--- src/logic/pesl_pkg.sv ---
// package for the programming executive serial link
package pesl_pkg;
  // word format
  localparam int WORD_W     = 16;                // link word width
  localparam int OPC_W      = 4;                 // opcode width
  localparam int LEN_W      = 12;                // length field width
  localparam int OPC_MSB    = 15;                // opcode top bit
  localparam int LEN_MSB    = 11;                // length top bit
  localparam int FIFO_DEPTH = 16;                // response fifo depth
  // timing
  localparam int CLK_MHZ    = 125;               // ref_clk rate
  localparam int READY_NS   = 15000;             // ready-low time, ns
  localparam int READY_CYC  = (READY_NS * CLK_MHZ) / 1000; // round down
  localparam int PROC_CYC   = 4;                 // minimum busy time
  // opcodes that are accepted, and response words
  localparam logic [3:0] OPC_SANITY  = 4'h0;     // sanity check
  localparam logic [3:0] OPC_VERSION = 4'hB;     // version query
  localparam logic [15:0] ACK_HDR    = 16'h1000; // pass response header
  localparam logic [15:0] NACK_HDR   = 16'h2000; // fail response header
  localparam logic [15:0] RESP_LEN2  = 16'h0002; // two-word length word
  localparam logic [15:0] VERSION_W  = 16'h0001; // arbitrary version value

  // link states
  typedef enum logic [2:0] {
    ST_RX_HDR  = 3'b000,
    ST_RX_DATA = 3'b001,
    ST_BUSY    = 3'b010,
    ST_READY   = 3'b011,
    ST_TX      = 3'b100
  } pesl_state_e;

  // one response word on its way to the link
  typedef struct packed {
    logic [WORD_W-1:0] data;
  } pesl_word_s;
endpackage

--- src/logic/pesl_link.sv ---
// device end of the programming executive serial link
// Function
// - one response per fully processed command
// - clock pin is input only
// - device data changes on falling edges
// - sixteen bit words, msb first
// - drive data high while processing
// - drive data low 15 us when ready
// - no timeout while sending response
// - header is 4-bit opcode, 12-bit length
// - receive exactly length words, header included, before processing; length 0 acts as 1
// - unknown opcode gets a negative acknowledge
module pesl_link import pesl_pkg::*; (
  // clock and reset
  input  wire logic ref_clk,
  input  wire logic rst,
  // serial pins, asynchronous to ref_clk
  input  wire logic prog_serial_clock_pin,
  input  wire logic prog_serial_data_pin_i,
  output logic      prog_serial_data_pin_o,
  output logic      prog_serial_data_pin_oe,
  // status
  output logic      busy,
  output logic [3:0] last_opcode
);
  // synchronisers; first stages feed only second stages
  logic clk_s1_q, clk_s2_q, clk_s3_q;
  logic dat_s1_q, dat_s2_q;
  always_ff @(posedge ref_clk) begin
    if (rst) begin
      clk_s1_q <= 1'b0;
      clk_s2_q <= 1'b0;
      clk_s3_q <= 1'b0;
      dat_s1_q <= 1'b0;
      dat_s2_q <= 1'b0;
    end else begin
      clk_s1_q <= prog_serial_clock_pin;
      clk_s2_q <= clk_s1_q;
      clk_s3_q <= clk_s2_q;
      dat_s1_q <= prog_serial_data_pin_i;
      dat_s2_q <= dat_s1_q;
    end
  end

  // edge detection on the synchronised link clock; only falls matter,
  // rising edges are the programmer's sampling points
  logic sck_fall;
  assign sck_fall = !clk_s2_q && clk_s3_q;

  // main state
  pesl_state_e      st_q, st_d;
  logic [WORD_W-1:0] sh_q, sh_d;      // shift register
  logic [4:0]        bit_q, bit_d;    // bits done in current word
  logic [LEN_W-1:0]  left_q, left_d;  // words still to receive
  logic [3:0]        opc_q, opc_d;    // opcode of current command
  logic [15:0]       tmr_q, tmr_d;    // busy and ready timer
  logic [1:0]        gen_q, gen_d;    // response words pushed
  logic              dout_q, dout_d;  // data pin output
  logic              oe_q, oe_d;      // data pin enable
  // fifo hookup
  pesl_word_s        push_w, pop_w;
  logic              push_v, push_r, pop_v, pop_r;

  // decoding of accepted opcodes
  function automatic logic opc_ok(input logic [3:0] o);
    return (o == OPC_SANITY) || (o == OPC_VERSION);
  endfunction

  // response word table by index
  function automatic logic [15:0] resp_word(input logic [3:0] o,
                                            input logic [1:0] i);
    logic [15:0] w;
    w = 16'h0000;
    if (i == 2'd0) begin
      w = opc_ok(o) ? ACK_HDR : NACK_HDR;
      w = w | {4'h0, o, 8'h00}; // opcode echoed in bits 11:8
    end else if (i == 2'd1) begin
      w = RESP_LEN2;
    end
    if (o == OPC_VERSION && i == 2'd1) begin
      w = VERSION_W;
    end
    return w;
  endfunction

  // fifo carries response words to the transmitter
  pesl_fifo #(.WIDTH(WORD_W), .DEPTH(FIFO_DEPTH)) u_fifo (
    .ref_clk   (ref_clk),
    .rst       (rst),
    .in_valid  (push_v),
    .in_ready  (push_r),
    .in_data   (push_w),
    .out_valid (pop_v),
    .out_ready (pop_r),
    .out_data  (pop_w)
  );

  // next-state logic
  always_comb begin
    st_d   = st_q;
    sh_d   = sh_q;
    bit_d  = bit_q;
    left_d = left_q;
    opc_d  = opc_q;
    tmr_d  = tmr_q;
    gen_d  = gen_q;
    dout_d = dout_q;
    oe_d   = oe_q;
    push_v = 1'b0;
    push_w.data = resp_word(opc_q, gen_q);
    pop_r  = 1'b0;
    unique case (st_q)
      ST_RX_HDR, ST_RX_DATA: begin
        oe_d = 1'b0; // programmer owns the pin
        if (sck_fall) begin
          sh_d  = {sh_q[WORD_W-2:0], dat_s2_q};
          bit_d = bit_q + 5'd1;
          if (bit_q == 5'd15) begin
            bit_d = 5'd0;
            if (st_q == ST_RX_HDR) begin
              opc_d  = sh_d[OPC_MSB -: OPC_W];
              left_d = sh_d[LEN_MSB:0] - 12'd1;
            end else begin
              left_d = left_q - 12'd1;
            end
            // header counts as one of the length words
            if ((st_q == ST_RX_HDR && sh_d[LEN_MSB:0] <= 12'd1) ||
                (st_q == ST_RX_DATA && left_q == 12'd1)) begin
              st_d  = ST_BUSY;
              tmr_d = 16'd0;
              gen_d = 2'd0;
            end else begin
              st_d = ST_RX_DATA;
            end
          end
        end
      end
      ST_BUSY: begin
        oe_d   = 1'b1;
        dout_d = 1'b1;
        tmr_d  = tmr_q + 16'd1;
        // build the two-word response, nack if unknown
        if (gen_q != 2'd2) begin
          push_v = 1'b1;
          if (push_r) begin
            gen_d = gen_q + 2'd1;
          end
        end else if (tmr_q >= 16'(PROC_CYC)) begin
          st_d   = ST_READY;
          tmr_d  = 16'd0;
          dout_d = 1'b0;
        end
      end
      ST_READY: begin
        dout_d = 1'b0;
        tmr_d  = tmr_q + 16'd1;
        if (tmr_q == 16'(READY_CYC - 1)) begin
          st_d   = ST_TX;
          sh_d   = pop_w.data;
          pop_r  = 1'b1;
          bit_d  = 5'd0;
          dout_d = pop_w.data[WORD_W-1];
        end
      end
      ST_TX: begin
        // waits for the programmer's clock forever
        if (sck_fall) begin
          bit_d = bit_q + 5'd1;
          sh_d  = {sh_q[WORD_W-2:0], 1'b0};
          if (bit_q == 5'd15) begin
            bit_d = 5'd0;
            if (pop_v) begin
              sh_d   = pop_w.data;
              pop_r  = 1'b1;
              dout_d = pop_w.data[WORD_W-1];
            end else begin
              st_d = ST_RX_HDR;
              oe_d = 1'b0;
            end
          end else begin
            dout_d = sh_q[WORD_W-2];
          end
        end
      end
      default: begin
        st_d = ST_RX_HDR;
        oe_d = 1'b0;
      end
    endcase
  end

  // state registers
  always_ff @(posedge ref_clk) begin
    if (rst) begin
      st_q   <= ST_RX_HDR;
      sh_q   <= 16'h0000;
      bit_q  <= 5'h00;
      left_q <= 12'h000;
      opc_q  <= 4'h0;
      tmr_q  <= 16'h0000;
      gen_q  <= 2'h0;
      dout_q <= 1'b0;
      oe_q   <= 1'b0;
    end else begin
      st_q   <= st_d;
      sh_q   <= sh_d;
      bit_q  <= bit_d;
      left_q <= left_d;
      opc_q  <= opc_d;
      tmr_q  <= tmr_d;
      gen_q  <= gen_d;
      dout_q <= dout_d;
      oe_q   <= oe_d;
    end
  end

  // pin and status outputs
  assign prog_serial_data_pin_o  = dout_q;
  assign prog_serial_data_pin_oe = oe_q;
  assign busy        = (st_q == ST_BUSY);
  assign last_opcode = opc_q;
endmodule

--- src/logic/pesl_fifo.sv ---
// small synchronous fifo for response words
module pesl_fifo import pesl_pkg::*; #(
  parameter int WIDTH = WORD_W,
  parameter int DEPTH = FIFO_DEPTH
) (
  // clock and reset
  input  wire logic             ref_clk,
  input  wire logic             rst,
  // write side
  input  wire logic             in_valid,
  output logic                  in_ready,
  input  wire logic [WIDTH-1:0] in_data,
  // read side
  output logic                  out_valid,
  input  wire logic             out_ready,
  output logic [WIDTH-1:0]      out_data
);
  localparam int AW = $clog2(DEPTH);
  logic [WIDTH-1:0] mem [DEPTH];   // storage
  logic [AW-1:0]    wp_q, wp_d;    // write pointer
  logic [AW-1:0]    rp_q, rp_d;    // read pointer
  logic [AW:0]      cnt_q, cnt_d;  // fill count
  logic             wr, rd;

  // honest full and empty from the count
  always_comb begin
    in_ready  = (cnt_q != (AW+1)'(DEPTH));
    out_valid = (cnt_q != '0);
    out_data  = mem[rp_q];
    wr        = in_valid && in_ready;
    rd        = out_valid && out_ready;
    wp_d      = wr ? wp_q + 1'b1 : wp_q;
    rp_d      = rd ? rp_q + 1'b1 : rp_q;
    cnt_d     = cnt_q + (AW+1)'(wr) - (AW+1)'(rd);
  end

  // pointers and count
  always_ff @(posedge ref_clk) begin
    if (rst) begin
      wp_q  <= '0;
      rp_q  <= '0;
      cnt_q <= '0;
    end else begin
      wp_q  <= wp_d;
      rp_q  <= rp_d;
      cnt_q <= cnt_d;
    end
  end

  // storage has no reset; it is only read when valid
  always_ff @(posedge ref_clk) begin
    if (wr) begin
      mem[wp_q] <= in_data;
    end
  end
endmodule

--- config.mk ---
export PLATFORM = sky130hd
export DESIGN_NAME = pesl_link
export DESIGN_NICKNAME = d
export VERILOG_FILES = /design/src/logic/pesl_pkg.sv /design/src/logic/pesl_link.sv /design/src/logic/pesl_fifo.sv
export SDC_FILE = /design/constraint.sdc
export NUM_CORES = 1
export LEC_CHECK = 0
export BUFFER_PORTS_ARGS = -buffer_cell sky130_fd_sc_hd__buf_2
export CAP_MARGIN = 20
export CELL_PAD_IN_SITES_DETAIL_PLACEMENT = 1
export CELL_PAD_IN_SITES_GLOBAL_PLACEMENT = 2
export CORE_MARGIN = 2
export CORE_UTILIZATION = 32
export CTS_CLUSTER_DIAMETER = 150
export DETAILED_ROUTE_END_ITERATION = 10
export GPL_ROUTABILITY_DRIVEN = 1
export PLACE_DENSITY = 0.7
export SYNTH_ARGS = -nofsm -noshare
export SYNTH_HDL_FRONTEND = slang
export SYNTH_SLANG_ARGS = --single-unit
--- constraint.sdc ---
create_clock -name ref_clk -period 4 [get_ports ref_clk]
set_clock_uncertainty 0.15 [all_clocks]
set_input_delay 0.4 -clock ref_clk [delete_from_list [all_inputs] [get_ports ref_clk]]
set_output_delay 0.4 -clock ref_clk [all_outputs]
set_load 0.01 [all_outputs]
==> results of run 1 <==
[worst max-delay path by stage]
stage	from	end	slack [ns]	cells past startpoint
floorplan	tmr_q[0]	u_fifo.cnt_q[4]	0.77	16
global placement	tmr_q[0]	u_fifo.cnt_q[4]	0.63	16
detailed placement	tmr_q[0]	u_fifo.cnt_q[4]	0.60	16
CTS	tmr_q[0]	u_fifo.cnt_q[4]	0.58	16
global route	tmr_q[1]	u_fifo.cnt_q[4]	0.35	15
finish	tmr_q[0]	u_fifo.cnt_q[4]	0.62	16
[registers in the layout (all words and copies together) (netlist names), 2 cells and up, named ones only]
register,flops
u_fifo.rp_q,4
u_fifo.wp_q,4
tmr_q,16
gen_q,2
u_fifo.mem,128
u_fifo.cnt_q,5
st_q,3
left_q,12
sh_q,15
bit_q,5
last_opcode,4
[metal layers]
metal  track usage [%]  part of all wire [%]  vias to the layer above
li1                  -                     -                     2936
met1              20.0                    45                     3108
met4              4.27                   2.5                        0
met2              25.9                    49                       75
met5                 0                     0                        -
met3              2.03                   3.2                       33
[metrics by stage]
stage	cell area, sq um	instances	setup WS (ns)
floorplan	9250	770	0.767
global placement	9810	1150	0.630
detailed placement	9810	1150	0.600
CTS	10500	1191	0.581
global route	10500	1192	0.355
finish	10500	1192	0.625
[logic make-up after synthesis]
kind of cell             Yosys count  synth area share, %
multiplexers                      36                 8.23
AND/OR/NAND/NOR                  263                 14.6
adder cells (fa/ha/maj)           24                 3.33
AO/OA/AOI/OAI                    155                 10.2
XOR/XNOR                          17                 1.61
buffers and inverters             66                 2.92
flip-flops                       209                 59.1
[cell usage after synthesis, types with 14 or more instances]
master      n
nor3_1     27
o21ai_0    31
edfxtp_1  128
a22oi_1    17
dfxtp_1    81
nor2_1     70
nand3_1    25
a21oi_1    68
clkbuf_1   29
mux4_2     32
or3_1      14
ha_1       23
inv_1      24
nand2_1    54
[power by group through the flow]
stage / Combinational, mW / Sequential, mW / Clock, mW
after floorplan: 0.0499 / 2.31 / 0
after global placement: 0.0654 / 2.32 / 0
after detailed placement: 0.0661 / 2.32 / 0
after CTS: 0.0679 / 2.27 / 2.05
after global routing: 0.0746 / 2.27 / 2.13
final: 0.0660 / 2.27 / 1.99
[critical path: stages, from the launching register on]
cell     delay [ns]
dfxtp_1        0.35
inv_1          0.09
ha_1           0.13
or4bb_1        0.48
nor4_2         0.27
a21oi_1        0.19
nor2_1         0.25
ha_1           0.28
inv_1          0.05
ha_1           0.15
inv_1          0.05
fa_1           0.39
inv_1          0.07
a21oi_1        0.06
nor2_1         0.11
or3_1          0.12
a21oi_1        0.05
[cell type report]
| type | count | area, sq um |
|---|---|---|
| Tap cell | 384 | 480 |
| Sequential cell | 209 | 5470 |
| Fill cell | 3124 | 18000 |
| Clock inverter | 9 | 63.8 |
| Clock buffer | 30 | 643 |
| Timing Repair Buffer | 41 | 288 |
| Multi-Input combinational cell | 495 | 3510 |
| Inverter | 24 | 90.1 |
==> summary.txt, run 1 <==
Critical path
  – Reg2Reg Setup Slack: 0.62 ns
  – Worst-path fanout max: 6
  – CP Data Arrival Time: 3.63 ns
  – Crit path kind: flip-flop to flip-flop
  – Required time of the critical path: 4.26 ns
  – RR Startpoint: tmr_q[0]
  – R2R Path End: u_fifo.cnt_q[4]
  – Reg2reg path depth: 16
  – Crit. End Element: flip-flop
  – Startpoint types: flip-flop

Global routing
  – Global-route wire length before repair: 35.7 mm
  – Vias in the first global route: 6,292
  – Pin count of the biggest net entering global routing: 40
  – Antenna violations before repair: 0
  – Overflow after GRT: 0
  – Total track usage: 15.1%

Power
  – Static Leakage: 3.40 nW
  – Total Power: 4.33 mW
  – Register share of total power: 52.5%
  – Maximum vdd drop: 0.000364 V
  – NetSw: 907 uW
  – Power Dens Cells: 410 nW/um^2
  – Int Pwr: 3.42 mW
  – Logic pwr share: 1.5%
  – Switching part of the total: 20.9%
  – Clock share of power: 46.0%

Clocking
  – Hold_buf cts: 2
  – Longest Clk Path Bufs: 3
  – Clk_lat worst skew: 0.54 ns
  – Setup repair bufs after CTS: 0
  – CTS tree: built
  – H-tree levels: 1
  – Root Buffer: clkbuf_16
  – Reg clk slew, reported paths: 0.06 ns
  – CTS buffer count: 24
  – Number of gates resized after cts: 0
  – CTS Sinks: 209

Place
  – Final weighted congestion in routability-driven placement: 0.711
  – Buffers on Ports: 10
  – Dpl hpwl: 15.2 mm

Floorplan
  – Die span in y: 174 microns
  – Starting density of the core: 32.4%
  – Row count: 62
  – Core area: 28,500 sq um
  – # IOs: 11
  – Die ar.: 30,300 sq um
  – Die Width: 174 microns

Drt
  – Drt pass-1 iters: 4
  – Initial DRC Count: 369
  – Post-Route WL: 22.8 mm
  – Vias per inst: 5.16
  – Wire per inst: 19.2 microns
  – Vias: 6,152
  – Final antenna-violating net count: 0
  – DR DRC count: 0

Hold path
  – Hold depth: 2
  – HP Class: input port to flip-flop
  – Min-Delay Endpoint: left_q[2]
  – Hold path start: rst

Yosys
  – Most used flip-flop cell after synthesis: edfxtp_1
  – Synth Cell Area: 9250 sq um
  – Yosys cell types: 63
  – Average size of a mapped cell: 12.0 sq um
  – Post-Syn Nets: 798
  – Yosys reg bits: 209
  – EDFF count, synth: 128
  – Yosys warns: 0
  – Post-synth top area share: 41.6%
  – Largest cells by area after synthesis: edfxtp_1 (42%), dfxtp_1 (18%), mux4_2 (7.8%)
  – Biggest area consumer among synthesized cells: edfxtp_1
  – Ys async rst share: 0%
  – Syn Inst Count: 770
  – Sequential element share of the synthesized area: 59.1%

STA
  – Hold Vio Cnt, Final: 0
  – Tcrit/Tclk final: 84.4%
  – Slew at the pin closest to its max-slew limit: 0.895 ns
  – Final Setup Violations: 0
  – Slew Viols, Final: 0
  – Post-layout min period: 3.38 ns
  – RSZ-0062 raised after global routing: false
  – Fmax achieved: 296 MHz
  – Rel. slew slack: 40.4%
  – Setup Total Neg Slack: 0 ns
  – Hold slack: 0.284 ns

Layout
  – Area grow syn2layout: 14.0%
  – Antenna cell count: 0
  – Fin nets: 823
  – Fraction of layout cells with a size suffix above 1: 15.0%
  – Leading cell type in the layout, fill and taps excluded: edfxtp_1
  – Most frequent cells in the layout: edfxtp_1 (128), dfxtp_1 (80), nor2_1 (70), a21oi_1 (68), nand2_1 (54)
  – Utilization after layout: 36.9%

Run status
  – Status: completed

Flow run
  – Max-Cap Viols: 0
Note: power is estimated with default switching activity, not from simulation.
==> run 2, diff against run 1 <==
--- a/config.mk
+++ b/config.mk
@@ -14,7 +14,7 @@
 export CTS_CLUSTER_DIAMETER = 150
 export DETAILED_ROUTE_END_ITERATION = 10
 export GPL_ROUTABILITY_DRIVEN = 1
-export PLACE_DENSITY = 0.7
+export PLACE_DENSITY = 0.72
 export SYNTH_ARGS = -nofsm -noshare
 export SYNTH_HDL_FRONTEND = slang
 export SYNTH_SLANG_ARGS = --single-unit
==> constraint.sdc (replaced) <==
create_clock -name ref_clk -period 3 [get_ports ref_clk]
set_clock_uncertainty 0.15 [all_clocks]
set_input_delay 0.3 -clock ref_clk [delete_from_list [all_inputs] [get_ports ref_clk]]
set_output_delay 0.3 -clock ref_clk [all_outputs]
set_load 0.01 [all_outputs]
==> run 2 against run 1 <==
  * The flow now finishes with violations (setup timing)
  * Count of clock-buffer cells in the layout shrank 4
  * First-iteration DRC count decreased by 24%
  * Clock power rose by 43%
  * Critical path type unchanged
  * Largest power group unchanged
  * Worst hold slack got worse by 0.19 ns
  * Via count grew 1.3%
  * Non-clock buffer count grew 43
==> summary.txt, run 2 (synthesized netlist as in run 1, its figures left out) <==
Run status
  – Status: finished with violations
  – Failing checks: setup timing

Clocking
  – Reg clk slew, reported paths: 0.06 ns (about the same)
  – CTS Sinks: 209 (unchanged)
  – Longest Clk Path Bufs: 3 (unchanged)
  – CTS buffer count: 23 (-4.2%)
  – H-tree levels: 1 (unchanged)
  – CTS tree: built
  – Root Buffer: clkbuf_16
  – Clk_lat worst skew: 0.53 ns (about the same)

STA
  – Hold Vio Cnt, Final: 0 (unchanged)
  – Rel. slew slack: 50.9% (+10 points)
  – Fmax achieved: 326 MHz (+10%)
  – Slew at the pin closest to its max-slew limit: 0.737 ns (-0.157 ns)
  – Slew Viols, Final: 0 (unchanged)
  – Hold slack: 0.0988 ns (-0.185 ns)
  – Final Setup Violations: 1 (+1)
  – Tcrit/Tclk final: 102% (+18 points)
  – Post-layout min period: 3.06 ns (-0.311 ns)
  – Final Worst Setup Slack: -0.0641 ns (-0.689 ns)
  – RSZ-0062 raised after global routing: true

Place
  – Pre-CTS setup slack: -0.0503 ns (-0.651 ns)
  – Final weighted congestion in routability-driven placement: 0.747 (+5.1%)
  – Buffers on Ports: 10 (unchanged)
  – Dpl hpwl: 15.1 mm (-0.80%)

Critical path
  – CP Data Arrival Time: 3.32 ns (-0.31 ns)
  – CP startpoint: tmr_q[0]
  – Required time of the critical path: 3.26 ns (-1.00 ns)
  – Crit. End Element: flip-flop
  – R2R Path End: u_fifo.cnt_q[4]
  – RR Startpoint: tmr_q[0]
  – Startpoint types: flip-flop
  – CP endpoint: u_fifo.cnt_q[4]
  – Reg2reg path depth: 16 (unchanged)
  – Reg2Reg Setup Slack: -0.06 ns (-0.69 ns)
  – Worst-path fanout max: 2 (-4)
  – Crit path kind: flip-flop to flip-flop

Floorplan
  – Starting density of the core: 32.4% (unchanged)
  – Die Width: 174 microns (unchanged)
  – Die span in y: 174 microns (unchanged)
  – # IOs: 11 (unchanged)
  – Core area: 28,500 sq um (unchanged)
  – Die ar.: 30,300 sq um (unchanged)
  – Row count: 62 (unchanged)

Layout
  – Area grow syn2layout: 19.0%
  – Multi-input logic area: 3570 sq um (+1.8%)
  – Biggest regs: u_fifo.mem (128), tmr_q (16), sh_q (15)
  – Leading cell type in the layout, fill and taps excluded: edfxtp_1
  – Fraction of layout cells with a size suffix above 1: 21.5% (+6.5 points)
  – Fillers: 3,155 (+0.99%)
  – Fin nets: 865 (+5.1%)
  – Utilization after layout: 38.5% (+1.6 points)
  – Reg area: 5470 sq um (about the same)
  – Largest register by flop count: u_fifo.mem
  – Max reg flops: 128 (unchanged)
  – Most frequent cells in the layout: edfxtp_1 (128), dfxtp_1 (78), buf_4 (70), nor2_1 (69), a21oi_1 (66)
  – Antenna cell count: 0 (unchanged)

Global routing
  – Overflow after GRT: 0 (unchanged)
  – Global route hottest layer: met2
  – GR Util met2: 26.1% (+0.27 points)
  – Pin count of the biggest net entering global routing: 49 (+23%)
  – Global-route wire length before repair: 36.7 mm (+2.8%)
  – Antenna violations before repair: 0 (unchanged)
  – Total track usage: 15.3% (+0.27 points)
  – Vias in the first global route: 6,487 (+3.1%)
  – Met3 GRT Util: 2.10% (+0.066 points)
  – GR Layer Usage met1: 20.6% (+0.61 points)

Drt
  – Drt pass-1 iters: 4 (unchanged)
  – Wire per inst: 18.6 microns (-2.9%)
  – DR DRC count: 0 (unchanged)
  – Vias per inst: 5.04 (-2.4%)
  – Initial DRC Count: 282 (-24%)
  – Post-Route WL: 23.0 mm (+0.71%)
  – Final antenna-violating net count: 0 (unchanged)
  – Vias: 6,229 (+1.3%)

Hold path
  – Hold depth: 2 (unchanged)
  – HP Class: input port to flip-flop

Power
  – Maximum vdd drop: 0.000504 V (+38%)
  – Total Power: 5.98 mW (+38%)
  – Power Dens Cells: 543 nW/um^2 (+32%)
  – Static Leakage: 3.66 nW (+7.7%)

Flow run
  – Max-Cap Viols: 0 (unchanged)
-- run 2: changes by cell type in the layout (fill, tap and decap cells not counted), sizes merged --
cell | previous run | this run
buf | 39 | 82
bufinv | 0 | 3
clkbuf | 30 | 26
clkinv | 9 | 10
inv | 24 | 25
-- run 2: worst min-delay path by stage --
stage                     startpoint   endpoint  slack [ns]
final                            rst  left_q[2]         0.1
after global routing             rst   tmr_q[0]        0.12
after CTS                        rst  left_q[2]        0.08
after detailed placement    clk_s1_q   clk_s2_q        0.29
after global placement      bit_q[4]   bit_q[4]        0.28
after floorplan             clk_s1_q   clk_s2_q        0.26
-- run 2: layout make-up --
type,instances,share of cell area (%)
repair buffers,84,5.78
flip-flops and latches,209,49.7
inverters,24,0.819
well taps,384,4.37
clock buffers,26,5.42
clock inverters,14,1.42
multi-input cells,495,32.5
-- run 2: worst max-delay path, stage by stage (launching register included) --
cell and delay (ns):
dfxtp_2 0.32, inv_2 0.07, ha_4 0.11, or4bb_4 0.46, nor4_4 0.31, a21oi_2 0.11, nor2_2 0.15, ha_1 0.24
inv_1 0.07, ha_2 0.18, inv_2 0.04, fa_2 0.34, inv_2 0.06, a21oi_2 0.04, nor2_1 0.12, or3_1 0.12
a21oi_1 0.05
-- run 2: where the power goes --
group          total (mW)  internal [mW]  switching [mW]
combinational      0.0961         0.0376          0.0585
sequential           3.02           3.02         0.00553
clock                2.85           1.69            1.16
-- run 2: per-layer routing --
metal,wire length (microns),vias up
met5,0,-
met2,11200,80
met4,527,0
met3,744,33
li1,-,3021
met1,10600,3095
-- run 2: what timing repair did --
item,4_1_cts,5_1_grt
setup endpoints to repair,1,8
buffers inserted,11,2
pin swaps,9,8
hold buffers,2,0
resized for setup,7,3
hold endpoints to repair,2,0
-- run 2: stage by stage --
| stage | instance area [sq um] | TNS [ns] | instances |
|---|---|---|---|
| 3_3_place_gp | 10100 | -0.0207 | 1184 |
| 6_report | 11000 | -0.0641 | 1236 |
| 4_1_cts | 11000 | -0.0721 | 1237 |
| 2_1_floorplan | 9270 | -0.0291 | 770 |
| 5_1_grt | 11000 | -0.342 | 1236 |
| 3_5_place_dp | 10100 | -0.0503 | 1184 |
